==> src/shared/acs_pkg.sv <==
// acs_pkg: constants and types for the converter conversion sequencer
// assumes a single 250 MHz system clock and a 10-bit successive approximation core
package acs_pkg;

    localparam int unsigned RESULT_BITS  = 10;             // converted sample width
    localparam int unsigned TRIG_SEL_W   = 4;              // trigger_source_select width
    localparam int unsigned TRIG_COUNT   = 5;              // number of trigger sources

    // trigger_source_select encodings
    localparam logic [3:0] TRIG_NONE     = 4'h0;           // auto-trigger disabled
    localparam logic [3:0] TRIG_TIMER0   = 4'h1;           // timer0_wrap
    localparam logic [3:0] TRIG_TIMER1   = 4'h2;           // timer1_wrap
    localparam logic [3:0] TRIG_TIMER2   = 4'h3;           // timer2_period_hit
    localparam logic [3:0] TRIG_CELL1    = 4'h4;           // logic_cell1_output
    localparam logic [3:0] TRIG_CELL2    = 4'h5;           // logic_cell2_output

    // reset values
    localparam logic [9:0] RESULT_RESET  = 10'h000;        // result register reset value
    localparam logic [7:0] HIGH_RESET    = 8'h00;          // result_high reset value
    localparam logic [7:0] LOW_RESET     = 8'h00;          // result_low reset value

    // conversion bit time, one resolved bit per step
    localparam int unsigned BIT_TIME_NS  = 8;              // time per resolved bit
    localparam int unsigned CLK_PERIOD_NS = 4;             // system clock period
    localparam int unsigned BIT_CYCLES   = (BIT_TIME_NS + CLK_PERIOD_NS - 1) / CLK_PERIOD_NS;
    localparam logic [3:0]  BIT_CYC_LAST = 4'(BIT_CYCLES - 1);

    // sequencer states
    typedef enum logic [1:0] {
        ACS_IDLE,
        ACS_CONVERT,
        ACS_PARKED
    } acs_state_t;

endpackage

==> src/core/acs_edge_detect.sv <==
// acs_edge_detect: rising-edge detector for one trigger line
// assumes the input is synchronous to clk_i
module acs_edge_detect (
    input  wire logic clk_i,      // system clock
    input  wire logic reset_i,    // async reset, active high
    input  wire logic level_i,    // trigger level
    output logic      rise_o      // one-cycle pulse on a rising edge
);
    logic level_reg;              // previous sample

    // previous level register
    always_ff @(posedge clk_i or posedge reset_i) begin
        if (reset_i) begin
            level_reg <= 1'b0;
        end else begin
            level_reg <= level_i;
        end
    end

    assign rise_o = level_i & ~level_reg;
endmodule

==> src/core/acs_trigger_mux.sv <==
// acs_trigger_mux: picks the selected auto-trigger source and flags its rising edge
// assumes trigger lines are synchronous to clk_i
module acs_trigger_mux
    import acs_pkg::*;
(
    input  wire logic                  clk_i,        // system clock
    input  wire logic                  reset_i,      // async reset, active high
    input  wire logic [TRIG_SEL_W-1:0] select_i,     // trigger_source_select
    input  wire logic [TRIG_COUNT-1:0] sources_i,    // raw trigger lines
    output logic                       trigger_o     // one-cycle pulse on selected rise
);
    logic [TRIG_COUNT-1:0] rise_w;                   // per-source rising edges

    // one detector per source
    for (genvar g = 0; g < TRIG_COUNT; g++) begin : g_edge
        acs_edge_detect u_edge (
            .clk_i   (clk_i),
            .reset_i (reset_i),
            .level_i (sources_i[g]),
            .rise_o  (rise_w[g])
        );
    end

    // source selection; unused codes give no trigger
    assign trigger_o = (select_i == TRIG_TIMER0) ? rise_w[0] :
                       (select_i == TRIG_TIMER1) ? rise_w[1] :
                       (select_i == TRIG_TIMER2) ? rise_w[2] :
                       (select_i == TRIG_CELL1)  ? rise_w[3] :
                       (select_i == TRIG_CELL2)  ? rise_w[4] : 1'b0;
endmodule

==> src/core/acs_sequencer.sv <==
// acs_sequencer: conversion sequence control for the analog converter
// assumes software bits arrive as synchronous pulses and levels; the
// comparator decision of the analog core is sampled once per bit step
module acs_sequencer
    import acs_pkg::*;
(
    input  wire logic                  clk_i,                  // system clock
    input  wire logic                  reset_i,                // async reset, active high
    input  wire logic                  converter_on_i,         // converter_on bit
    input  wire logic                  go_set_i,               // software writes go = 1
    input  wire logic                  go_clear_i,             // software writes go = 0
    input  wire logic                  done_flag_clear_i,      // software clears done flag
    input  wire logic [TRIG_SEL_W-1:0] trigger_source_select_i, // auto-trigger select
    input  wire logic                  timer0_wrap_i,          // trigger source
    input  wire logic                  timer1_wrap_i,          // trigger source
    input  wire logic                  timer2_period_hit_i,    // trigger source
    input  wire logic                  logic_cell1_output_i,   // trigger source
    input  wire logic                  logic_cell2_output_i,   // trigger source
    input  wire logic                  sleep_i,                // device is in sleep
    input  wire logic                  dedicated_rc_clock_sel_i, // clock source is rc
    input  wire logic                  conversion_irq_enable_i,  // converter irq enable
    input  wire logic                  comparator_i,           // core decision for trial bit
    output logic                       conversion_go_o,        // go bit readback
    output logic                       conversion_done_flag_o, // done flag
    output logic [7:0]                 result_high_o,          // result bits 9:2
    output logic [7:0]                 result_low_o,           // result bits 1:0 at top
    output logic                       core_powered_o,         // analog core powered
    output logic                       sample_hold_o,          // core converting
    output logic [RESULT_BITS-1:0]     trial_code_o,           // code fed to core dac
    output logic                       wake_o                  // wake request pulse
);

    ////////////////////////////////////////////////////////////////////////////////
    // declarations

    acs_state_t             state_reg;     // sequencer state
    acs_state_t             state_next;    // next sequencer state
    logic [RESULT_BITS-1:0] sar_reg;       // successive approximation register
    logic [RESULT_BITS-1:0] sar_next;      // next sar value
    logic [3:0]             bit_idx_reg;   // bit under trial
    logic [3:0]             bit_idx_next;  // next bit index
    logic [3:0]             cyc_reg;       // cycles within a bit step
    logic [3:0]             cyc_next;      // next cycle count
    logic [RESULT_BITS-1:0] result_reg;    // held result
    logic [RESULT_BITS-1:0] result_next;   // next held result
    logic                   done_reg;      // conversion_done_flag
    logic                   done_next;     // next done flag
    logic                   wake_reg;      // wake pulse register
    logic                   wake_next;     // next wake pulse
    logic                   last_bit_reg;  // last converted bit value
    logic                   last_bit_next; // next last bit
    logic                   any_bit_reg;   // at least one bit resolved
    logic                   any_bit_next;  // next resolved marker

    logic                   auto_trig_w;   // selected trigger edge
    logic                   start_w;       // conversion start request
    logic                   step_end_w;    // bit step finishes this cycle
    logic                   final_bit_w;   // trial bit is bit 0
    logic                   resolved_w;    // value of bit being decided
    logic                   sleep_kill_w;  // sleep aborts on non-rc clock
    logic                   finish_w;      // normal completion this cycle
    logic                   abort_w;       // abort this cycle, by software or by sleep
    logic [RESULT_BITS-1:0] mask_w;        // ones below the trial bit
    logic [RESULT_BITS-1:0] partial_w;     // result for an abort
    logic [RESULT_BITS-1:0] final_w;       // result at completion
    logic [RESULT_BITS-1:0] trial_w;       // code under trial

    ////////////////////////////////////////////////////////////////////////////////
    // auto-trigger selection

    // edge detect and mux of the five sources
    acs_trigger_mux u_trig (
        .clk_i     (clk_i),
        .reset_i   (reset_i),
        .select_i  (trigger_source_select_i),
        .sources_i ({logic_cell2_output_i, logic_cell1_output_i, timer2_period_hit_i,
                     timer1_wrap_i, timer0_wrap_i}),
        .trigger_o (auto_trig_w)
    );

    ////////////////////////////////////////////////////////////////////////////////
    // decode

    // start needs the converter on and not parked by sleep
    assign start_w      = converter_on_i & (state_reg == ACS_IDLE)
                          & (go_set_i | auto_trig_w);
    assign step_end_w   = (state_reg == ACS_CONVERT) && (cyc_reg == BIT_CYC_LAST);
    assign final_bit_w  = (bit_idx_reg == 4'h0);
    assign sleep_kill_w = sleep_i & ~dedicated_rc_clock_sel_i;
    // abort when software clears go, converter drops, or sleep on a foreign clock
    assign abort_w      = (state_reg == ACS_CONVERT)
                          & (go_clear_i | ~converter_on_i | sleep_kill_w);
    assign finish_w     = step_end_w & final_bit_w & ~abort_w;
    assign resolved_w   = comparator_i;
    assign trial_w      = sar_reg | (RESULT_BITS'(1) << bit_idx_reg);
    assign mask_w       = (RESULT_BITS'(1) << bit_idx_reg) - RESULT_BITS'(1);
    // unresolved bits, including the current trial bit, copy last converted bit
    assign partial_w    = last_bit_reg ? (sar_reg | mask_w | (RESULT_BITS'(1) << bit_idx_reg))
                                       : sar_reg;
    assign final_w      = sar_reg | (resolved_w ? RESULT_BITS'(1) : RESULT_BITS'(0));

    ////////////////////////////////////////////////////////////////////////////////
    // next-state logic

    // sequencer state machine
    always_comb begin
        state_next    = state_reg;
        sar_next      = sar_reg;
        bit_idx_next  = bit_idx_reg;
        cyc_next      = cyc_reg;
        result_next   = result_reg;
        done_next     = done_reg;
        wake_next     = 1'b0;
        last_bit_next = last_bit_reg;
        any_bit_next  = any_bit_reg;
        // software clear of the flag; a set below wins
        if (done_flag_clear_i) begin
            done_next = 1'b0;
        end
        case (state_reg)
            ACS_IDLE: begin
                if (start_w) begin
                    state_next    = ACS_CONVERT;
                    sar_next      = RESULT_RESET;
                    bit_idx_next  = 4'(RESULT_BITS - 1);
                    cyc_next      = 4'h0;
                    last_bit_next = 1'b0;
                    any_bit_next  = 1'b0;
                end
            end
            ACS_CONVERT: begin
                if (abort_w) begin
                    // partial result kept; sleep abort also parks the core
                    result_next = any_bit_reg ? partial_w : sar_reg;
                    state_next  = sleep_kill_w ? ACS_PARKED : ACS_IDLE;
                end else if (step_end_w) begin
                    cyc_next      = 4'h0;
                    last_bit_next = resolved_w;
                    any_bit_next  = 1'b1;
                    if (final_bit_w) begin
                        result_next = final_w;
                        done_next   = 1'b1;
                        if (sleep_i && conversion_irq_enable_i) begin
                            wake_next  = 1'b1;
                            state_next = ACS_IDLE;
                        end else if (sleep_i) begin
                            state_next = ACS_PARKED;
                        end else begin
                            state_next = ACS_IDLE;
                        end
                    end else begin
                        sar_next     = resolved_w ? trial_w : sar_reg;
                        bit_idx_next = bit_idx_reg - 4'h1;
                    end
                end else begin
                    cyc_next = cyc_reg + 4'h1;
                end
            end
            ACS_PARKED: begin
                // core stays off until sleep ends or converter_on drops
                if (!sleep_i || !converter_on_i) begin
                    state_next = ACS_IDLE;
                end
            end
            default: begin
                state_next = ACS_IDLE;
            end
        endcase
    end

    ////////////////////////////////////////////////////////////////////////////////
    // registers

    // state and datapath registers, all cleared by device reset
    always_ff @(posedge clk_i or posedge reset_i) begin
        if (reset_i) begin
            state_reg    <= ACS_IDLE;
            sar_reg      <= RESULT_RESET;
            bit_idx_reg  <= 4'h0;
            cyc_reg      <= 4'h0;
            result_reg   <= RESULT_RESET;
            done_reg     <= 1'b0;
            wake_reg     <= 1'b0;
            last_bit_reg <= 1'b0;
            any_bit_reg  <= 1'b0;
        end else begin
            state_reg    <= state_next;
            sar_reg      <= sar_next;
            bit_idx_reg  <= bit_idx_next;
            cyc_reg      <= cyc_next;
            result_reg   <= result_next;
            done_reg     <= done_next;
            wake_reg     <= wake_next;
            last_bit_reg <= last_bit_next;
            any_bit_reg  <= any_bit_next;
        end
    end

    ////////////////////////////////////////////////////////////////////////////////
    // outputs

    assign conversion_go_o        = (state_reg == ACS_CONVERT);
    assign conversion_done_flag_o = done_reg;
    assign result_high_o          = result_reg[9:2];
    assign result_low_o           = {result_reg[1:0], 6'h00};
    // core powered only when on and not parked by sleep
    assign core_powered_o         = converter_on_i & (state_reg != ACS_PARKED);
    assign sample_hold_o          = (state_reg == ACS_CONVERT);
    assign trial_code_o           = trial_w;
    assign wake_o                 = wake_reg;

    ////////////////////////////////////////////////////////////////////////////////
    // assertions

    property p_go_needs_on;
        @(posedge clk_i) disable iff (reset_i)
        (state_reg == ACS_IDLE && !converter_on_i) |=> !conversion_go_o;
    endproperty
    a_go_needs_on: assert property (p_go_needs_on)
        else $error("conversion started with converter off");

    property p_done_on_finish;
        @(posedge clk_i) disable iff (reset_i)
        finish_w |=> (conversion_done_flag_o && !conversion_go_o);
    endproperty
    a_done_on_finish: assert property (p_done_on_finish)
        else $error("completion did not set done and clear go");

    // a software clear landing with the abort may still drop the flag
    property p_abort_stops;
        @(posedge clk_i) disable iff (reset_i)
        (abort_w && !done_flag_clear_i)
            |=> (!conversion_go_o && $stable(conversion_done_flag_o));
    endproperty
    a_abort_stops: assert property (p_abort_stops)
        else $error("abort left go set or touched done");

    property p_fill_bits;
        @(posedge clk_i) disable iff (reset_i)
        (abort_w && any_bit_reg && last_bit_reg) |=> (result_reg[0] == 1'b1);
    endproperty
    a_fill_bits: assert property (p_fill_bits)
        else $error("unresolved bits not filled with last bit");

    // eight undisturbed cycles of conversion must be followed by a ninth
    property p_conv_length;
        @(posedge clk_i) disable iff (reset_i)
        (start_w && !go_clear_i) ##1 (conversion_go_o && converter_on_i && !sleep_i
            && !go_clear_i)[*8] |=> conversion_go_o;
    endproperty
    a_conv_length: assert property (p_conv_length)
        else $error("conversion ended early");

    property p_sleep_kill;
        @(posedge clk_i) disable iff (reset_i)
        (conversion_go_o && sleep_kill_w) |=> (!conversion_go_o && !core_powered_o);
    endproperty
    a_sleep_kill: assert property (p_sleep_kill)
        else $error("foreign-clock sleep did not abort and power down");

    property p_wake;
        @(posedge clk_i) disable iff (reset_i)
        (finish_w && sleep_i && conversion_irq_enable_i) |=> wake_o ##1 !wake_o;
    endproperty
    a_wake: assert property (p_wake)
        else $error("no single wake pulse on sleep completion");

    property p_park;
        @(posedge clk_i) disable iff (reset_i)
        (finish_w && sleep_i && !conversion_irq_enable_i && converter_on_i)
            |=> (!core_powered_o && !wake_o);
    endproperty
    a_park: assert property (p_park)
        else $error("core not powered down after sleep completion");

    property p_trigger;
        @(posedge clk_i) disable iff (reset_i)
        (auto_trig_w && converter_on_i && state_reg == ACS_IDLE) |=> conversion_go_o;
    endproperty
    a_trigger: assert property (p_trigger)
        else $error("trigger edge did not start conversion");

    c_finish: cover property (@(posedge clk_i) disable iff (reset_i) finish_w);
    c_abort:  cover property (@(posedge clk_i) disable iff (reset_i) abort_w && any_bit_reg);
    c_wake:   cover property (@(posedge clk_i) disable iff (reset_i) wake_o);
    c_trig:   cover property (@(posedge clk_i) disable iff (reset_i) auto_trig_w && start_w);

endmodule

==> config.mk <==
export PLATFORM = sky130hd
export DESIGN_NAME = acs_sequencer
export DESIGN_NICKNAME = d
export VERILOG_FILES = /design/src/shared/acs_pkg.sv /design/src/core/acs_edge_detect.sv /design/src/core/acs_trigger_mux.sv /design/src/core/acs_sequencer.sv
export SDC_FILE = /design/constraint.sdc
export NUM_CORES = 1
export LEC_CHECK = 0
export CAP_MARGIN = 20
export CORE_AREA = 2 2 70 72
export CTS_CLUSTER_DIAMETER = 150
export DETAILED_ROUTE_END_ITERATION = 8
export DIE_AREA = 0 0 72 74
export DONT_BUFFER_PORTS = 1
export GPL_ROUTABILITY_DRIVEN = 0
export HOLD_SLACK_MARGIN = 0.06
export PLACE_DENSITY = 0.74
export SLEW_MARGIN = 20
export SYNTH_ARGS = -nofsm -noshare
export SYNTH_HDL_FRONTEND = slang
export SYNTH_SLANG_ARGS = --single-unit
==> constraint.sdc <==
create_clock -name clk_i -period 2.67 [get_ports clk_i]
set_input_delay 0.267 -clock clk_i [delete_from_list [all_inputs] [get_ports clk_i]]
set_output_delay 0.267 -clock clk_i [all_outputs]
set_load 0.02 [all_outputs]
==> run_results.csv <==
group,metric,value,unit
route,drt_iter0_markers,148,
placement,io_buffer_count,0,
cells_and_area,antenna_cells,0,
clock_tree,cts_buffer_depth,2,
floorplanning,die_y,74,um
floorplanning,ios,50,
global_route,first_global_vias,1767,
global_route,grt_overflow,0,
global_route,antenna_found_initial,0,
placement,pre_cts_slack,0.395,ns
critical_path,crit_path_max_fanout,19,
route,viasPerCell,5.80,
global_route,grt_pass1_wl,8120,um
clock_tree,path_clk_slew,0.08,ns
critical_path,cp-start-kind,"register",
timing,slew_headroom,56.0,%
clock_tree,cts_buffers,5,
timing,rsz0062_at_grt,"no",
cells_and_area,drive_above_1_share,10.2,%
critical_path,worst-endpoint-arrival,2.47,ns
timing,hold_ws,0.119,ns
route,first_pass_iters,4,
cells_and_area,final_nets,272,
cells_and_area,synthToLayoutAreaGrowth,8.57,%
timing,worst_clock_skew,0.00500,ns
floorplanning,core_area,4600,um2
clock_tree,insertion_delay,0.28,ns
floorplanning,die_w,72,um
logic_synthesis,netlist_area,2220,um2
global_route,grt_max_degree,40,
run,cap_violations,0,
timing,finalMaxSlewViolations,0,
critical_path,critPathCaptureType,"register",
logic_synthesis,syn_avg_cell_area,9.25,um2
timing,setup_viol,0,
timing,period_share,84.6,%
route,num_vias,1739,
floorplanning,start_util,48.3,%
logic_synthesis,ys.flop_type,"dfrtp_1",
clock_tree,post_cts_buffers,0,
clock_tree,ctsRootBufferMaster,"clkbuf_8",
placement,hpwl,3450,um
logic_synthesis,yosysWarnings,0,
clock_tree,htreeDepth,2,
logic_synthesis,synth-edff-count,0,
min_path,holdCritPathClass,"primary input to register",
timing,timing.fmax,443,MHz
route,routed_wl,4780,um
power,vdd_drop_max,0.000437,V
floorplanning,core.rowCount,25,
critical_path,critPathKind,"register to register",
critical_path,critPathRequiredTime,2.88,ns
power,power_density,674,nW/um2
timing,hold_viol_final,0,
clock_tree,cts_tree,"done",
timing,tns,0,ns
timing,period_minus_slack,2.26,ns
logic_synthesis,ys_ff_latch,39,
logic_synthesis,yosysUniqueCellTypes,58,
logic_synthesis,ys_seq_area_share,44.0,%
timing,layout_setup_ws,0.412,ns
logic_synthesis,async_flop_share,100,%
cells_and_area,fin_area,2410,um2
clock_tree,clock_sinks,39,
timing,worstMarginPinSlew,0.655,ns
power,total_power,1.63,mW
floorplanning,dieArea,5330,um2
global_route,grt_use_total,19.4,%
logic_synthesis,synthCells,240,
power,p_leak,1.09,nW
clock_tree,cts_resized,0,
route,wire_per_inst,15.9,um
clock_tree,cts_hold_buf,6,
route,postRouteAntennaNets,0,
placement,dpl_cell_area,2220,um2
status,status,"finished, final reports clean",
route,drc,0,
-- path summary, 6_finish.rpt --
check,from,endpoint,slack [ns],depth (start not counted)
max in group asynchronous,reset_i,result_reg[6],1.79,3
worst max register to register,bit_idx_reg[0],result_reg[8],0.41,7
worst max-delay path,bit_idx_reg[0],result_reg[8],0.41,7
min in group asynchronous,reset_i,sar_reg[3],0.54,3
worst min register to register,sar_reg[0],sar_reg[0],0.52,1
worst min-delay path,sleep_i,state_reg[1],0.12,1
-- cell type report --
type	count	area (um2)
clock inverter	2	35.0
tap	54	67.6
multi-input combinational	171	1080
inverter	15	56.3
timing repair buffer	13	115
fill	432	2190
clock buffer	6	82.6
sequential	39	976
-- cell usage after synthesis (2+ instances only) --
cell type / number / area, um2
a21o_1: 7 / 52.6
buf_4: 8 / 60.1
buf_6: 3 / 33.8
inv_1: 15 / 56.3
a21oi_1: 18 / 90.1
o21ai_0: 12 / 60.1
a31oi_1: 9 / 56.3
o22ai_1: 4 / 25.0
o21a_1: 3 / 22.5
and3_1: 2 / 12.5
dfrtp_1: 39 / 976
nor3_1: 5 / 25.0
nand3_1: 6 / 30.0
o21ai_1: 2 / 10.0
nand2_1: 14 / 52.6
ha_1: 8 / 100
o2bb2ai_1: 2 / 17.5
a21boi_0: 2 / 15.0
clkbuf_1: 7 / 26.3
nor2_1: 27 / 101
nand2b_1: 6 / 37.5
nor2b_1: 4 / 25.0
or3b_1: 2 / 17.5
-- through the flow --
stage,util [%],std cells
after floorplan,-,245
after detailed placement,48.3,285
after global placement,48.3,285
after global routing,52.4,300
final,52.4,300
after CTS,52.2,299
-- layer usage --
layer	routed length, um	part of all wire [%]	GRT usage [%]
met1	2020	42	24.2
met2	2400	50	33.8
met3	314	6.6	5.69
met4	42	0.88	3.77
met5	0	0	0
-- cells in the final DEF, fill, tap and decap left out, types with 3 or more instances in the layout --
cell type | synthesis | routed
nand2_1 | 14 | 14
nor2_1 | 27 | 27
nor2b_1 | 4 | 4
nor3_1 | 5 | 5
a31oi_1 | 9 | 9
inv_1 | 15 | 15
clkbuf_8 | 0 | 6
dfrtp_1 | 39 | 39
nand2b_1 | 6 | 6
dlygate4sd3_1 | 0 | 7
buf_4 | 8 | 6
conb_1 | 1 | 6
o22ai_1 | 4 | 4
o21a_1 | 3 | 3
o21ai_0 | 12 | 12
a21o_1 | 7 | 7
a21oi_1 | 18 | 18
nand3_1 | 6 | 6
ha_1 | 8 | 8
-- kinds of logic after synthesis --
family                     Yosys count  synth area share, %
DFF                                 39                 44.0
xor gates and xnor gates             2                0.789
buffers and inverters               35                 8.34
muxes                                2                0.958
and+or+nand+nor                     81                 20.1
adders and majority gates            8                 4.51
other                                1                0.169
AOI/OAI and AO/OA                   72                 21.2
-- critical path, stage by stage, from the launching register on --
cell	delay, ns
dfrtp_1	0.44
inv_1	0.15
ha_1	0.18
or3b_1	0.44
or3_4	0.42
nand2b_2	0.29
o211ai_1	0.15
o21ai_1	0.09
-- power by group --
part           switching [mW]  internal, mW  total [mW]
clock                   0.199         0.302       0.502
combinational           0.218         0.121       0.339
sequential              0.122         0.663       0.785
Power figures use the tool's default switching activity.
